==> src/hdl/pfd_lock_pkg.sv <==
package pfd_lock_pkg;

  // register offsets
  localparam logic [3:0] LOCK_DETECT_CONFIG_ADDR    = 4'h7;
  localparam logic [3:0] DETECTOR_TEST_CONTROL_ADDR = 4'hb;
  localparam logic [3:0] LOCK_STATUS_ADDR           = 4'hf;

  localparam int REG_W = 24;

  // lock_detect_config fields
  localparam int LKD_ENABLE_BIT     = 0;
  localparam int WIN_SRC_SEL_BIT    = 1;
  localparam int OSC_SPEED_LSB      = 2;
  localparam int OSC_SPEED_W        = 3;
  localparam int WIN_LEN_LSB        = 5;
  localparam int WIN_LEN_W          = 4;
  localparam int WIN_ASYM_EN_BIT    = 9;
  localparam int WIN_DELAY_SIDE_BIT = 10;
  localparam int LOCK_TARGET_LSB    = 12;
  localparam int LOCK_TARGET_W      = 12;

  // detector_test_control fields
  localparam int POL_INVERT_BIT      = 0;
  localparam int PUMP_UP_ALLOW_BIT   = 1;
  localparam int PUMP_DOWN_ALLOW_BIT = 2;
  localparam int FLAG_PIN_DRIVE_BIT  = 3;

  // lock_status fields
  localparam int LOCKED_BIT = 0;

  // reset values
  localparam logic [23:0] LOCK_DETECT_CONFIG_RST    = 24'h00_0000;
  localparam logic [23:0] DETECTOR_TEST_CONTROL_RST = 24'h00_000e;

  // timing
  localparam int CLK_PERIOD_NS  = 100;
  localparam int ANALOG_WIN_NS  = 10;
  localparam int ANALOG_WIN_CYC_RAW =
    (ANALOG_WIN_NS + CLK_PERIOD_NS - 1) / CLK_PERIOD_NS;
  localparam int ANALOG_WIN_CYC =
    (ANALOG_WIN_CYC_RAW < 1) ? 1 : ANALOG_WIN_CYC_RAW;

  localparam int TIME_W = 16;

endpackage : pfd_lock_pkg

==> src/hdl/lock_window_calc.sv <==
`timescale 1ns/1ps

// turns the window settings into lag and lead limits in clock cycles
module lock_window_calc
  import pfd_lock_pkg::*;
(
  // window settings
  input  wire logic                   win_src_sel_in,
  input  wire logic [OSC_SPEED_W-1:0] osc_speed_in,
  input  wire logic [WIN_LEN_W-1:0]   win_len_in,
  input  wire logic                   asym_en_in,
  input  wire logic                   delay_side_in,
  // limits
  output logic      [TIME_W-1:0]      lag_lim_out,
  output logic      [TIME_W-1:0]      lead_lim_out
);

  logic [TIME_W-1:0] half;
  logic [TIME_W-1:0] ring_per;
  logic [TIME_W-1:0] ring_len;

  always_comb begin
    // ring period in clocks grows with the speed code
    ring_per = TIME_W'(osc_speed_in) + TIME_W'(1);
    ring_len = TIME_W'(ring_per * TIME_W'(win_len_in));
    if (win_src_sel_in) begin
      half = (ring_len == '0) ? TIME_W'(1) : ring_len;
    end else begin
      half = TIME_W'(ANALOG_WIN_CYC);
    end
    if (!asym_en_in) begin
      lag_lim_out  = half;
      lead_lim_out = half;
    end else if (delay_side_in) begin
      lag_lim_out  = TIME_W'(half << 1);
      lead_lim_out = '0;
    end else begin
      lag_lim_out  = '0;
      lead_lim_out = TIME_W'(half << 1);
    end
  end

endmodule : lock_window_calc

==> src/hdl/lock_hit_counter.sv <==
`timescale 1ns/1ps

// consecutive in-window counter and lock flag
module lock_hit_counter
  import pfd_lock_pkg::*;
#(
  parameter int CNT_W = LOCK_TARGET_W
)
(
  // clock and reset
  input  wire logic             sys_clk_in,
  input  wire logic             rst_b_in,
  // control
  input  wire logic             enable_in,
  input  wire logic [CNT_W-1:0] target_in,
  // arrival verdicts
  input  wire logic             hit_in,
  input  wire logic             miss_in,
  // result
  output logic                  locked_out
);

  typedef struct packed {
    logic [CNT_W-1:0] cnt;
    logic             locked;
  } hit_state_t;

  hit_state_t st_r;
  hit_state_t st_nxt;

  always_comb begin
    st_nxt = st_r;
    if (!enable_in) begin
      st_nxt.cnt    = '0;
      st_nxt.locked = 1'b0;
    end else if (miss_in) begin
      st_nxt.cnt    = '0;
      st_nxt.locked = 1'b0;
    end else if (hit_in) begin
      if (st_r.cnt < target_in) begin
        st_nxt.cnt = st_r.cnt + CNT_W'(1);
      end
      if (st_r.cnt + CNT_W'(1) >= target_in) begin
        st_nxt.locked = 1'b1;
      end
    end
  end

  always_ff @(posedge sys_clk_in or negedge rst_b_in) begin
    if (!rst_b_in) begin
      st_r <= '0;
    end else begin
      st_r <= st_nxt;
    end
  end

  assign locked_out = st_r.locked;

endmodule : lock_hit_counter

==> src/hdl/pfd_lock_detect.sv <==
`timescale 1ns/1ps

module pfd_lock_detect
  import pfd_lock_pkg::*;
(
  // clock and reset
  input  wire logic              sys_clk_in,
  input  wire logic              rst_b_in,
  // divider edges
  input  wire logic              ref_edge_in,
  input  wire logic              vco_edge_in,
  // register port from serial interface
  input  wire logic              reg_wr_en_in,
  input  wire logic              reg_rd_en_in,
  input  wire logic [3:0]        reg_addr_in,
  input  wire logic [REG_W-1:0]  reg_wdata_in,
  output logic      [REG_W-1:0]  reg_rdata_out,
  // serial read data for the shared pin
  input  wire logic              sdo_read_active_in,
  input  wire logic              sdo_data_in,
  // charge pump
  output logic                   pump_up_out,
  output logic                   pump_dn_out,
  output logic                   pump_active_out,
  // shared lock flag / serial out pin
  output logic                   lockflag_serialout_pin_out,
  output logic                   lockflag_serialout_pin_oe_out,
  // lock status
  output logic                   lock_flag_out
);

  typedef struct packed {
    logic [REG_W-1:0]  cfg;
    logic [REG_W-1:0]  test;
    logic [REG_W-1:0]  rdata;
    logic              up;
    logic              dn;
    logic              pump_up;
    logic              pump_dn;
    logic              pump_act;
    logic [TIME_W-1:0] since_ref;
    logic              ref_seen;
    logic [TIME_W-1:0] since_vco;
    logic              pending;
    logic              hit;
    logic              miss;
    logic              pin_o;
    logic              pin_oe;
  } top_state_t;

  top_state_t st_r;
  top_state_t st_nxt;

  logic [TIME_W-1:0]        lag_lim;
  logic [TIME_W-1:0]        lead_lim;
  logic                     locked;
  logic                     lkd_en;
  logic                     mask_up;
  logic                     mask_dn;

  function automatic logic [REG_W-1:0] read_mux(
    input logic [3:0]       addr,
    input logic [REG_W-1:0] cfg,
    input logic [REG_W-1:0] test,
    input logic             lk
  );
    logic [REG_W-1:0] v;
    v = '0;
    case (addr)
      LOCK_DETECT_CONFIG_ADDR:    v = cfg;
      DETECTOR_TEST_CONTROL_ADDR: v = test;
      LOCK_STATUS_ADDR:           v[LOCKED_BIT] = lk;
      default:                    v = '0;
    endcase
    return v;
  endfunction : read_mux

  assign lkd_en = st_r.cfg[LKD_ENABLE_BIT];

  lock_window_calc u_window (
    .win_src_sel_in (st_r.cfg[WIN_SRC_SEL_BIT]),
    .osc_speed_in   (st_r.cfg[OSC_SPEED_LSB +: OSC_SPEED_W]),
    .win_len_in     (st_r.cfg[WIN_LEN_LSB +: WIN_LEN_W]),
    .asym_en_in     (st_r.cfg[WIN_ASYM_EN_BIT]),
    .delay_side_in  (st_r.cfg[WIN_DELAY_SIDE_BIT]),
    .lag_lim_out    (lag_lim),
    .lead_lim_out   (lead_lim)
  );

  lock_hit_counter #(
    .CNT_W (LOCK_TARGET_W)
  ) u_hits (
    .sys_clk_in (sys_clk_in),
    .rst_b_in   (rst_b_in),
    .enable_in  (lkd_en),
    .target_in  (st_r.cfg[LOCK_TARGET_LSB +: LOCK_TARGET_W]),
    .hit_in     (st_r.hit),
    .miss_in    (st_r.miss),
    .locked_out (locked)
  );

  always_comb begin
    st_nxt = st_r;
    mask_up = 1'b0;
    mask_dn = 1'b0;

    // register writes and reads
    if (reg_wr_en_in) begin
      case (reg_addr_in)
        LOCK_DETECT_CONFIG_ADDR:    st_nxt.cfg = reg_wdata_in;
        DETECTOR_TEST_CONTROL_ADDR: st_nxt.test = reg_wdata_in;
        default:                    st_nxt.cfg = st_r.cfg;
      endcase
    end
    if (reg_rd_en_in) begin
      st_nxt.rdata = read_mux(reg_addr_in, st_r.cfg, st_r.test, locked);
    end

    // phase frequency detector: ref sets up, vco sets down, both clear
    st_nxt.up = st_r.up | ref_edge_in;
    st_nxt.dn = st_r.dn | vco_edge_in;
    if (st_nxt.up && st_nxt.dn) begin
      st_nxt.up = 1'b0;
      st_nxt.dn = 1'b0;
    end

    // polarity swap then masking
    if (st_r.test[POL_INVERT_BIT]) begin
      mask_up = st_nxt.dn;
      mask_dn = st_nxt.up;
    end else begin
      mask_up = st_nxt.up;
      mask_dn = st_nxt.dn;
    end
    st_nxt.pump_up = mask_up & st_r.test[PUMP_UP_ALLOW_BIT];
    st_nxt.pump_dn = mask_dn & st_r.test[PUMP_DOWN_ALLOW_BIT];
    st_nxt.pump_act = st_r.test[PUMP_UP_ALLOW_BIT] |
                      st_r.test[PUMP_DOWN_ALLOW_BIT];

    // window test, independent of pump masking
    st_nxt.hit  = 1'b0;
    st_nxt.miss = 1'b0;
    if (ref_edge_in) begin
      st_nxt.since_ref = '0;
      st_nxt.ref_seen  = 1'b1;
    end else if (st_r.since_ref != '1) begin
      st_nxt.since_ref = st_r.since_ref + TIME_W'(1);
    end
    if (st_r.pending && st_r.since_vco != '1) begin
      st_nxt.since_vco = st_r.since_vco + TIME_W'(1);
    end

    if (!lkd_en) begin
      st_nxt.pending = 1'b0;
    end else if (st_r.pending) begin
      // vco came early; wait for the reference within the lead limit
      if (ref_edge_in && st_r.since_vco < lead_lim) begin
        st_nxt.hit     = 1'b1;
        st_nxt.pending = 1'b0;
      end else if (ref_edge_in || st_r.since_vco >= lead_lim) begin
        st_nxt.miss    = 1'b1;
        st_nxt.pending = 1'b0;
      end
      if (vco_edge_in && !st_nxt.hit) begin
        st_nxt.miss    = 1'b1;
        st_nxt.pending = 1'b0;
      end
    end else if (vco_edge_in) begin
      if (ref_edge_in ||
          (st_r.ref_seen && st_r.since_ref < lag_lim)) begin
        st_nxt.hit = 1'b1;
      end else if (lead_lim != '0) begin
        st_nxt.pending   = 1'b1;
        st_nxt.since_vco = '0;
      end else begin
        st_nxt.miss = 1'b1;
      end
    end

    // shared pin: serial data during reads, otherwise the flag
    if (sdo_read_active_in) begin
      st_nxt.pin_o  = sdo_data_in;
      st_nxt.pin_oe = 1'b1;
    end else begin
      st_nxt.pin_o  = locked;
      st_nxt.pin_oe = st_r.test[FLAG_PIN_DRIVE_BIT];
    end
  end

  always_ff @(posedge sys_clk_in or negedge rst_b_in) begin
    if (!rst_b_in) begin
      st_r      <= '0;
      st_r.cfg  <= LOCK_DETECT_CONFIG_RST;
      st_r.test <= DETECTOR_TEST_CONTROL_RST;
    end else begin
      st_r <= st_nxt;
    end
  end

  assign reg_rdata_out                 = st_r.rdata;
  assign pump_up_out                   = st_r.pump_up;
  assign pump_dn_out                   = st_r.pump_dn;
  assign pump_active_out               = st_r.pump_act;
  assign lockflag_serialout_pin_out    = st_r.pin_o;
  assign lockflag_serialout_pin_oe_out = st_r.pin_oe;
  assign lock_flag_out                 = locked;

endmodule : pfd_lock_detect

==> config.mk <==
export PLATFORM = sky130hd
export DESIGN_NAME = pfd_lock_detect
export DESIGN_NICKNAME = d
export VERILOG_FILES = /design/src/hdl/pfd_lock_pkg.sv /design/src/hdl/lock_window_calc.sv /design/src/hdl/lock_hit_counter.sv /design/src/hdl/pfd_lock_detect.sv
export SDC_FILE = /design/constraint.sdc
export NUM_CORES = 1
export LEC_CHECK = 0
export BUFFER_PORTS_ARGS = -buffer_cell sky130_fd_sc_hd__buf_2
export CELL_PAD_IN_SITES_DETAIL_PLACEMENT = 1
export CELL_PAD_IN_SITES_GLOBAL_PLACEMENT = 1
export CORE_MARGIN = 1
export CORE_UTILIZATION = 30
export CTS_BUF_LIST = sky130_fd_sc_hd__clkbuf_16
export CTS_CLUSTER_SIZE = 28
export DETAILED_ROUTE_END_ITERATION = 16
export PLACE_DENSITY_LB_ADDON = 0.1
export SETUP_SLACK_MARGIN = 0.3
export SYNTH_ARGS = -nofsm -noshare
export SYNTH_HDL_FRONTEND = slang
export SYNTH_SLANG_ARGS = --single-unit
==> constraint.sdc <==
create_clock -name sys_clk_in -period 6.57 [get_ports sys_clk_in]
set_input_delay 0.657 -clock sys_clk_in [delete_from_list [all_inputs] [get_ports sys_clk_in]]
set_output_delay 0.657 -clock sys_clk_in [all_outputs]
set_load 0.02 [all_outputs]
==> reports/metrics.csv, run 1 <==
metric,value,unit
pin count of the biggest net entering global routing,69,
Critical Path Sink Type,register,
via-per-instance ratio,5.076,
Final setup viols,0,
HP Class,input port to async pin,
I/O Buffers,65,
CP startpoint kind,register,
Worst R2R Setup Slack,0.78,ns
# DRC,0,
Core Footprint,24530,µm²
post-synthesis cell type count,64,
DRT Pass-1 Iters,4,
# Post-CTS Setup Buffers,0,
CTS Sinks,128,
fin nets,897,
Post-synth ARST share,1.000,
vias in the first global route,6339,
Die ar.,25800,µm²
Syn Area/Cell,9.972,µm²
Fill cells,2816,
initial antenna violation count,0,
Max IR drop VDD,119.3,µV
Lkg Pwr,3.912,nW
CP arrival,6.07,ns
CTS tree,done,
Root Driver,clkbuf_16,
WL/cell,17.48,µm
dpl cell area,8043,µm²
hpwl dp,14250,µm
clock tree buffer depth,2,
Mapped Area,7548,µm²
Gate Count Post-Synth,757,
Post-synth top flop,dfrtp_1,
Final Hold Viols,0,
clock skew,0.01354,ns
r2r worst-path depth,18,
Setup TNS Final,0,ns
total of max-cap violations,0,
GPL Wtd Cong,0.8318,
first-pass GRT wire length,33600,µm
PD cells,336.0,nW/µm²
clock-pin transition on the worst setup and hold timing paths,0.07,ns
Least-Margin Pin Slew,0.9173,ns
"commonest non-fill, non-tap cells in the layout","125 x dfrtp_1, 84 x nor2_1, 64 x buf_2",
Detail Route Antenna Nets,0,
die width,160.6,µm
"Data required, critical path",6.85,ns
Crit Path Max Fanout,17,
Max Clk Rate,172.8,MHz
Die Ht,160.6,µm
RSZ-0062 raised after global routing,no,
Row Count,57,
Post-CTS Hold Fix Bufs,0,
Pins Over Slew Limit,0,
Worst-Skew Late Latency,0.42,ns
H-Tree Depth,4,
critical setup path kind,register to register,
Final min period,5.788,ns
num ports,66,
Initial Util,0.3077,
Via Count,5756,
"EDFF count, synth",0,
Slew HR,0.3885,
"most common cell after layout, fill and taps aside",dfrtp_1,
final WL,19820,µm
worst setup margin,0.7822,ns
Util after Layout,0.3546,
GR Util All Layers,0.1637,
outcome,"complete, no violations",
fin crit share,0.8809,
Yosys reg bits,128,
"Seq/Total Area, Yosys",0.4248,
syn nets,856,
Area Overhead vs Synth,15.25,%
Final Instance Area,8700,µm²
initial detailed-routing violation count,283,
CTS Buf Count,17,
Synth Warn #,0,
diode count,0,
aggregate global routing overflow,0,
Pwr Total,2.923,mW
proportion of layout cells with a drive suffix above 1,0.2099,
pre-CTS WS,0.6278,ns
Resize count post-CTS,0,
routing by layer:
metal  routed length, µm  up-vias  GRT usage
met4                 193        0    0.04978
li1                    -     2761          -
met1                9760     2885     0.2238
met5                   0        -          0
met2                9140       93     0.2625
met3                 726       17    0.02918
final cells by class:
class | instances | area, µm² | share of cell area
Clock buffer | 17 | 425.4 | 0.04890
Clock inverter | 14 | 230.2 | 0.02646
Inverter | 33 | 123.9 | 0.01424
Multi-Input combinational cell | 546 | 3928 | 0.4515
Sequential cell | 128 | 3207 | 0.3686
Tap cell | 324 | 405.4 | 0.04660
Timing Repair Buffer | 72 | 380.4 | 0.04372
critical path, cell delays in order, from the launching register on:
cell	delay, ns
dfrtp_1	0.46
ha_1	0.24
xor2_1	0.27
nand2_1	0.12
fa_1	0.48
fa_1	0.55
fa_1	0.50
nand2b_1	0.17
a21oi_1	0.22
mux2_2	0.39
a41oi_1	0.20
buf_4	0.21
o21ai_0	0.12
ha_1	0.31
nand4_1	0.12
or3_1	0.38
a41oi_1	0.30
o2111a_2	0.50
nor2_1	0.10
cell families (layout without fill, tap and decap cells):
kind of cell | Yosys count | in the layout | synth area share
xor gates and xnor gates | 37 | 37 | 0.04393
adders and majority gates | 63 | 63 | 0.1084
and+or+nand+nor | 238 | 238 | 0.1570
AOI/OAI and AO/OA | 153 | 153 | 0.1293
DFF | 128 | 128 | 0.4248
muxes | 55 | 55 | 0.08122
buffers and inverters | 83 | 136 | 0.05536
final timing paths:
kind	from	end
max	st_r[93]$_DFFE_PN0P_	st_r[5]$_DFF_PN0_
min	rst_b_in	st_r[75]$_DFFE_PN0P_
max reg2reg	st_r[93]$_DFFE_PN0P_	st_r[5]$_DFF_PN0_
min reg2reg	st_r[42]$_DFF_PN0_	st_r[41]$_DFF_PN0_
max in group asynchronous	rst_b_in	st_r[4]$_DFF_PN0_
min in group sys_clk_in	sdo_data_in	lockflag_serialout_pin_out$_DFF_PN0_
through the flow:
| stage | hold slack (ns) | cells |
|---|---|---|
| 6_report | 0.3141 | 1134 |
| 5_1_grt | 0.3612 | 1134 |
| 4_1_cts | 0.3399 | 1134 |
| 3_5_place_dp | 0.4924 | 1103 |
| 3_3_place_gp | 0.4745 | 1103 |
| 2_1_floorplan | 0.3614 | 757 |
cell usage after synthesis, types with 2 or more instances:
library cell | number | share of area
dfrtp_1 | 125 | 0.41
nor3b_1 | 2 | 0.0020
or3_1 | 15 | 0.012
a31oi_1 | 8 | 0.0066
xnor2_1 | 17 | 0.020
or2_2 | 6 | 0.0050
nand3_1 | 24 | 0.016
xor2_1 | 19 | 0.022
nand4_1 | 12 | 0.0099
a21boi_0 | 3 | 0.0030
o2111ai_1 | 4 | 0.0046
nor3_1 | 10 | 0.0066
fa_1 | 4 | 0.011
a21oi_1 | 56 | 0.037
buf_6 | 2 | 0.0030
o31ai_1 | 2 | 0.0020
mux2i_1 | 5 | 0.0066
nor4_1 | 3 | 0.0025
inv_1 | 33 | 0.016
clkbuf_1 | 21 | 0.010
nor2b_1 | 11 | 0.0091
and2_1 | 10 | 0.0083
dfstp_2 | 3 | 0.010
ha_1 | 59 | 0.098
nand2b_1 | 5 | 0.0041
buf_1 | 2 | 0.00099
a41oi_1 | 3 | 0.0035
a21o_1 | 5 | 0.0050
o21ai_0 | 24 | 0.016
a2111oi_0 | 2 | 0.0023
buf_4 | 24 | 0.024
and4_1 | 4 | 0.0046
o22a_1 | 2 | 0.0023
mux2_2 | 50 | 0.075
a22oi_1 | 23 | 0.023
nand2_1 | 34 | 0.017
o21a_1 | 4 | 0.0040
and3_1 | 8 | 0.0066
nor2_1 | 85 | 0.042
a211oi_1 | 4 | 0.0040
power by group:
group | total (mW) | leakage, nW | switching, mW | internal, mW
clock | 1.07 | 0.316 | 0.392 | 0.680
sequential | 1.09 | 1.63 | 0.164 | 0.927
combinational | 0.761 | 1.97 | 0.429 | 0.331
registers in the layout, summed over array words and instances (netlist names):
signal and count:
pump_dn_out 1, st_r 85, lkd_en 1, lockflag_serialout_pin_oe_out 1, u_hits.locked_out 1, lockflag_serialout_pin_out 1
pump_active_out 1, reg_rdata_out 24, u_hits.st_r 12, pump_up_out 1
(Power assumes the default switching activity.)
==> run 2: changes to the inputs <==
--- a/config.mk
+++ b/config.mk
@@ -13,6 +13,7 @@
 export CTS_BUF_LIST = sky130_fd_sc_hd__clkbuf_16
 export CTS_CLUSTER_SIZE = 28
 export DETAILED_ROUTE_END_ITERATION = 16
+export MAX_ROUTING_LAYER = met4
 export PLACE_DENSITY_LB_ADDON = 0.1
 export SETUP_SLACK_MARGIN = 0.3
 export SYNTH_ARGS = -nofsm -noshare
==> run 2 against run 1 <==
Against the previous run: worst setup slack improved by 0.0096 ns; register-to-register slack hardly changed; non-clock buffer count is the same; via count fell by 0.12%; clock skew is 0.00053 ns lower; combinational power barely moved; hold slack worse by 0.0027 ns; sequential share of layout area did not move; largest power group unchanged; total power is essentially flat; cell count stayed put; core utilization unchanged; sequential power about the same.
==> reports/metrics.csv, run 2 (synthesized netlist as in run 1, its figures left out) <==
metric,value,unit,change
DRT Pass-1 Iters,4,,unchanged
clock skew,0.01300,ns,-0.0005309 ns
WL/cell,17.42,µm,-0.31%
most flop-heavy register,st_r,,
via-per-instance ratio,5.070,,-0.12%
hpwl dp,14250,µm,unchanged
fin nets,897,,unchanged
proportion of layout cells with a drive suffix above 1,0.2099,,unchanged
# Post-CTS Setup Buffers,0,,unchanged
Area Overhead vs Synth,15.25,%,unchanged
Crit Path Max Fanout,17,,unchanged
# DRC,0,,unchanged
Final Hold Viols,0,,unchanged
Max IR drop VDD,119.4,µV,+0.11%
diode count,0,,unchanged
Resize count post-CTS,0,,unchanged
Fill cells,2816,,unchanged
num ports,66,,unchanged
Max Clk Rate,173.1,MHz,+0.17%
max reg flops,85,,unchanged
Post-CTS Hold Fix Bufs,0,,unchanged
HP Class,input port to async pin,,
Pins Over Slew Limit,0,,unchanged
Final min period,5.778,ns,-0.009590 ns
Die ar.,25800,µm²,unchanged
initial detailed-routing violation count,258,,-8.8%
vias in the first global route,6361,,+0.35%
Detail Route Antenna Nets,0,,unchanged
fin crit share,0.8795,,-0.001460
Via Count,5749,,-0.12%
CP startpoint kind,register,,
pin count of the biggest net entering global routing,69,,unchanged
"most common cell after layout, fill and taps aside",dfrtp_1,,
CP arrival,6.06,ns,about the same
Critical Path Sink Type,register,,
Least-Margin Pin Slew,0.9233,ns,+0.005965 ns
Core Footprint,24530,µm²,unchanged
Row Count,57,,unchanged
PD cells,335.9,nW/µm²,about the same
first-pass GRT wire length,33590,µm,about the same
"commonest non-fill, non-tap cells in the layout","125 x dfrtp_1, 84 x nor2_1, 64 x buf_2",,
Util after Layout,0.3546,,unchanged
Lkg Pwr,3.912,nW,unchanged
"Largest delay share family, worst path",adder cells,,
die width,160.6,µm,unchanged
Root Driver,clkbuf_16,,
Slew HR,0.3845,,-0.003977
GPL Wtd Cong,0.8445,,+1.5%
critical-path cell list,ha_1 -> xor2_1 -> nand2_1 -> fa_1 -> fa_1 -> fa_1 -> nand2b_1 -> a21oi_1 -> mux2_2 -> a41oi_1 -> buf_4 -> o21ai_0 -> ha_1 -> nand4_1 -> or3_1 -> a41oi_1 -> o2111a_2 -> nor2_1,,
GR Util All Layers,0.1687,,+0.005028
Worst-Skew Late Latency,0.42,ns,about the same
"Data required, critical path",6.85,ns,about the same
CTS Sinks,128,,unchanged
CTS tree,done,,
critical setup path kind,register to register,,
outcome,"complete, no violations",,
most frequent CP cell,fa_1,,
aggregate global routing overflow,0,,unchanged
Initial Util,0.3077,,unchanged
RSZ-0062 raised after global routing,no,,
clock tree buffer depth,2,,unchanged
I/O Buffers,65,,unchanged
Final setup viols,0,,unchanged
Die Ht,160.6,µm,unchanged
CP Buf/Inv Count,1,,unchanged
"Slowest-stage cell, CP",fa_1,,
H-Tree Depth,4,,unchanged
final WL,19760,µm,-0.31%
clock-pin transition on the worst setup and hold timing paths,0.07,ns,about the same
CTS Buf Count,17,,unchanged
initial antenna violation count,0,,unchanged
CP peak stage delay,0.55,ns,about the same
total of max-cap violations,0,,unchanged
Setup TNS Final,0,ns,unchanged
-- run 2: cell counts in the layout (fill, tap and decap cells not counted) --
Identical to the previous run, type by type.
-- run 2: worst register-to-register path, delay by kind of cell (launching register included) --
kind / cells / cell delay (ns)
simple gates: 5 / 0.90
buf+inv: 1 / 0.21
mux: 1 / 0.39
flops: 1 / 0.46
fa+ha+maj: 5 / 2.08
xor+xnor: 1 / 0.27
compound gates: 5 / 1.34
-- run 2: path summary, 6_finish.rpt --
kind,depth (start not counted),endpoint,slack [ns],from
min,1,reg_rdata_out[8]$_DFFE_PN0P_,0.31,rst_b_in
max,18,st_r[5]$_DFF_PN0_,0.79,st_r[93]$_DFFE_PN0P_
min reg2reg,1,st_r[41]$_DFF_PN0_,0.49,st_r[42]$_DFF_PN0_
max reg2reg,18,st_r[5]$_DFF_PN0_,0.79,st_r[93]$_DFFE_PN0P_
min in group sys_clk_in,2,lockflag_serialout_pin_out$_DFF_PN0_,0.48,sdo_data_in
max in group asynchronous,2,st_r[4]$_DFF_PN0_,4.83,rst_b_in
-- run 2: area by class of cell --
cell class,instances,area [µm²],area share
repair buffers,72,380.4,0.04372
inverters,33,123.9,0.01424
flip-flops and latches,128,3207,0.3686
clock buffers,17,425.4,0.04890
well taps,324,405.4,0.04660
multi-input cells,546,3928,0.4515
clock inverters,14,230.2,0.02646
-- run 2: power by group --
group	switching (mW)	internal (mW)
clock network	0.392	0.680
logic	0.429	0.331
registers	0.163	0.927
-- run 2: stage by stage --
step	cell area (µm²)	cells	hold WS (ns)	setup WS, ns	total power, mW
floorplan	7548	757	0.3614	1.253	1.623
global placement	8043	1103	0.4745	0.8524	1.835
detailed placement	8043	1103	0.4924	0.6278	1.870
CTS	8698	1134	0.3399	0.5464	2.971
global route	8700	1134	0.3621	0.4066	3.124
finish	8700	1134	0.3113	0.7918	2.923
-- run 2: metal layers --
metal | share of wire | global-route usage | vias to the layer above
li1 | - | - | 2762
met1 | 0.50 | 0.2227 | 2877
met2 | 0.46 | 0.2641 | 88
met3 | 0.031 | 0.02763 | 22
met4 | 0.012 | 0.05238 | 0
met5 | 0 | - | -
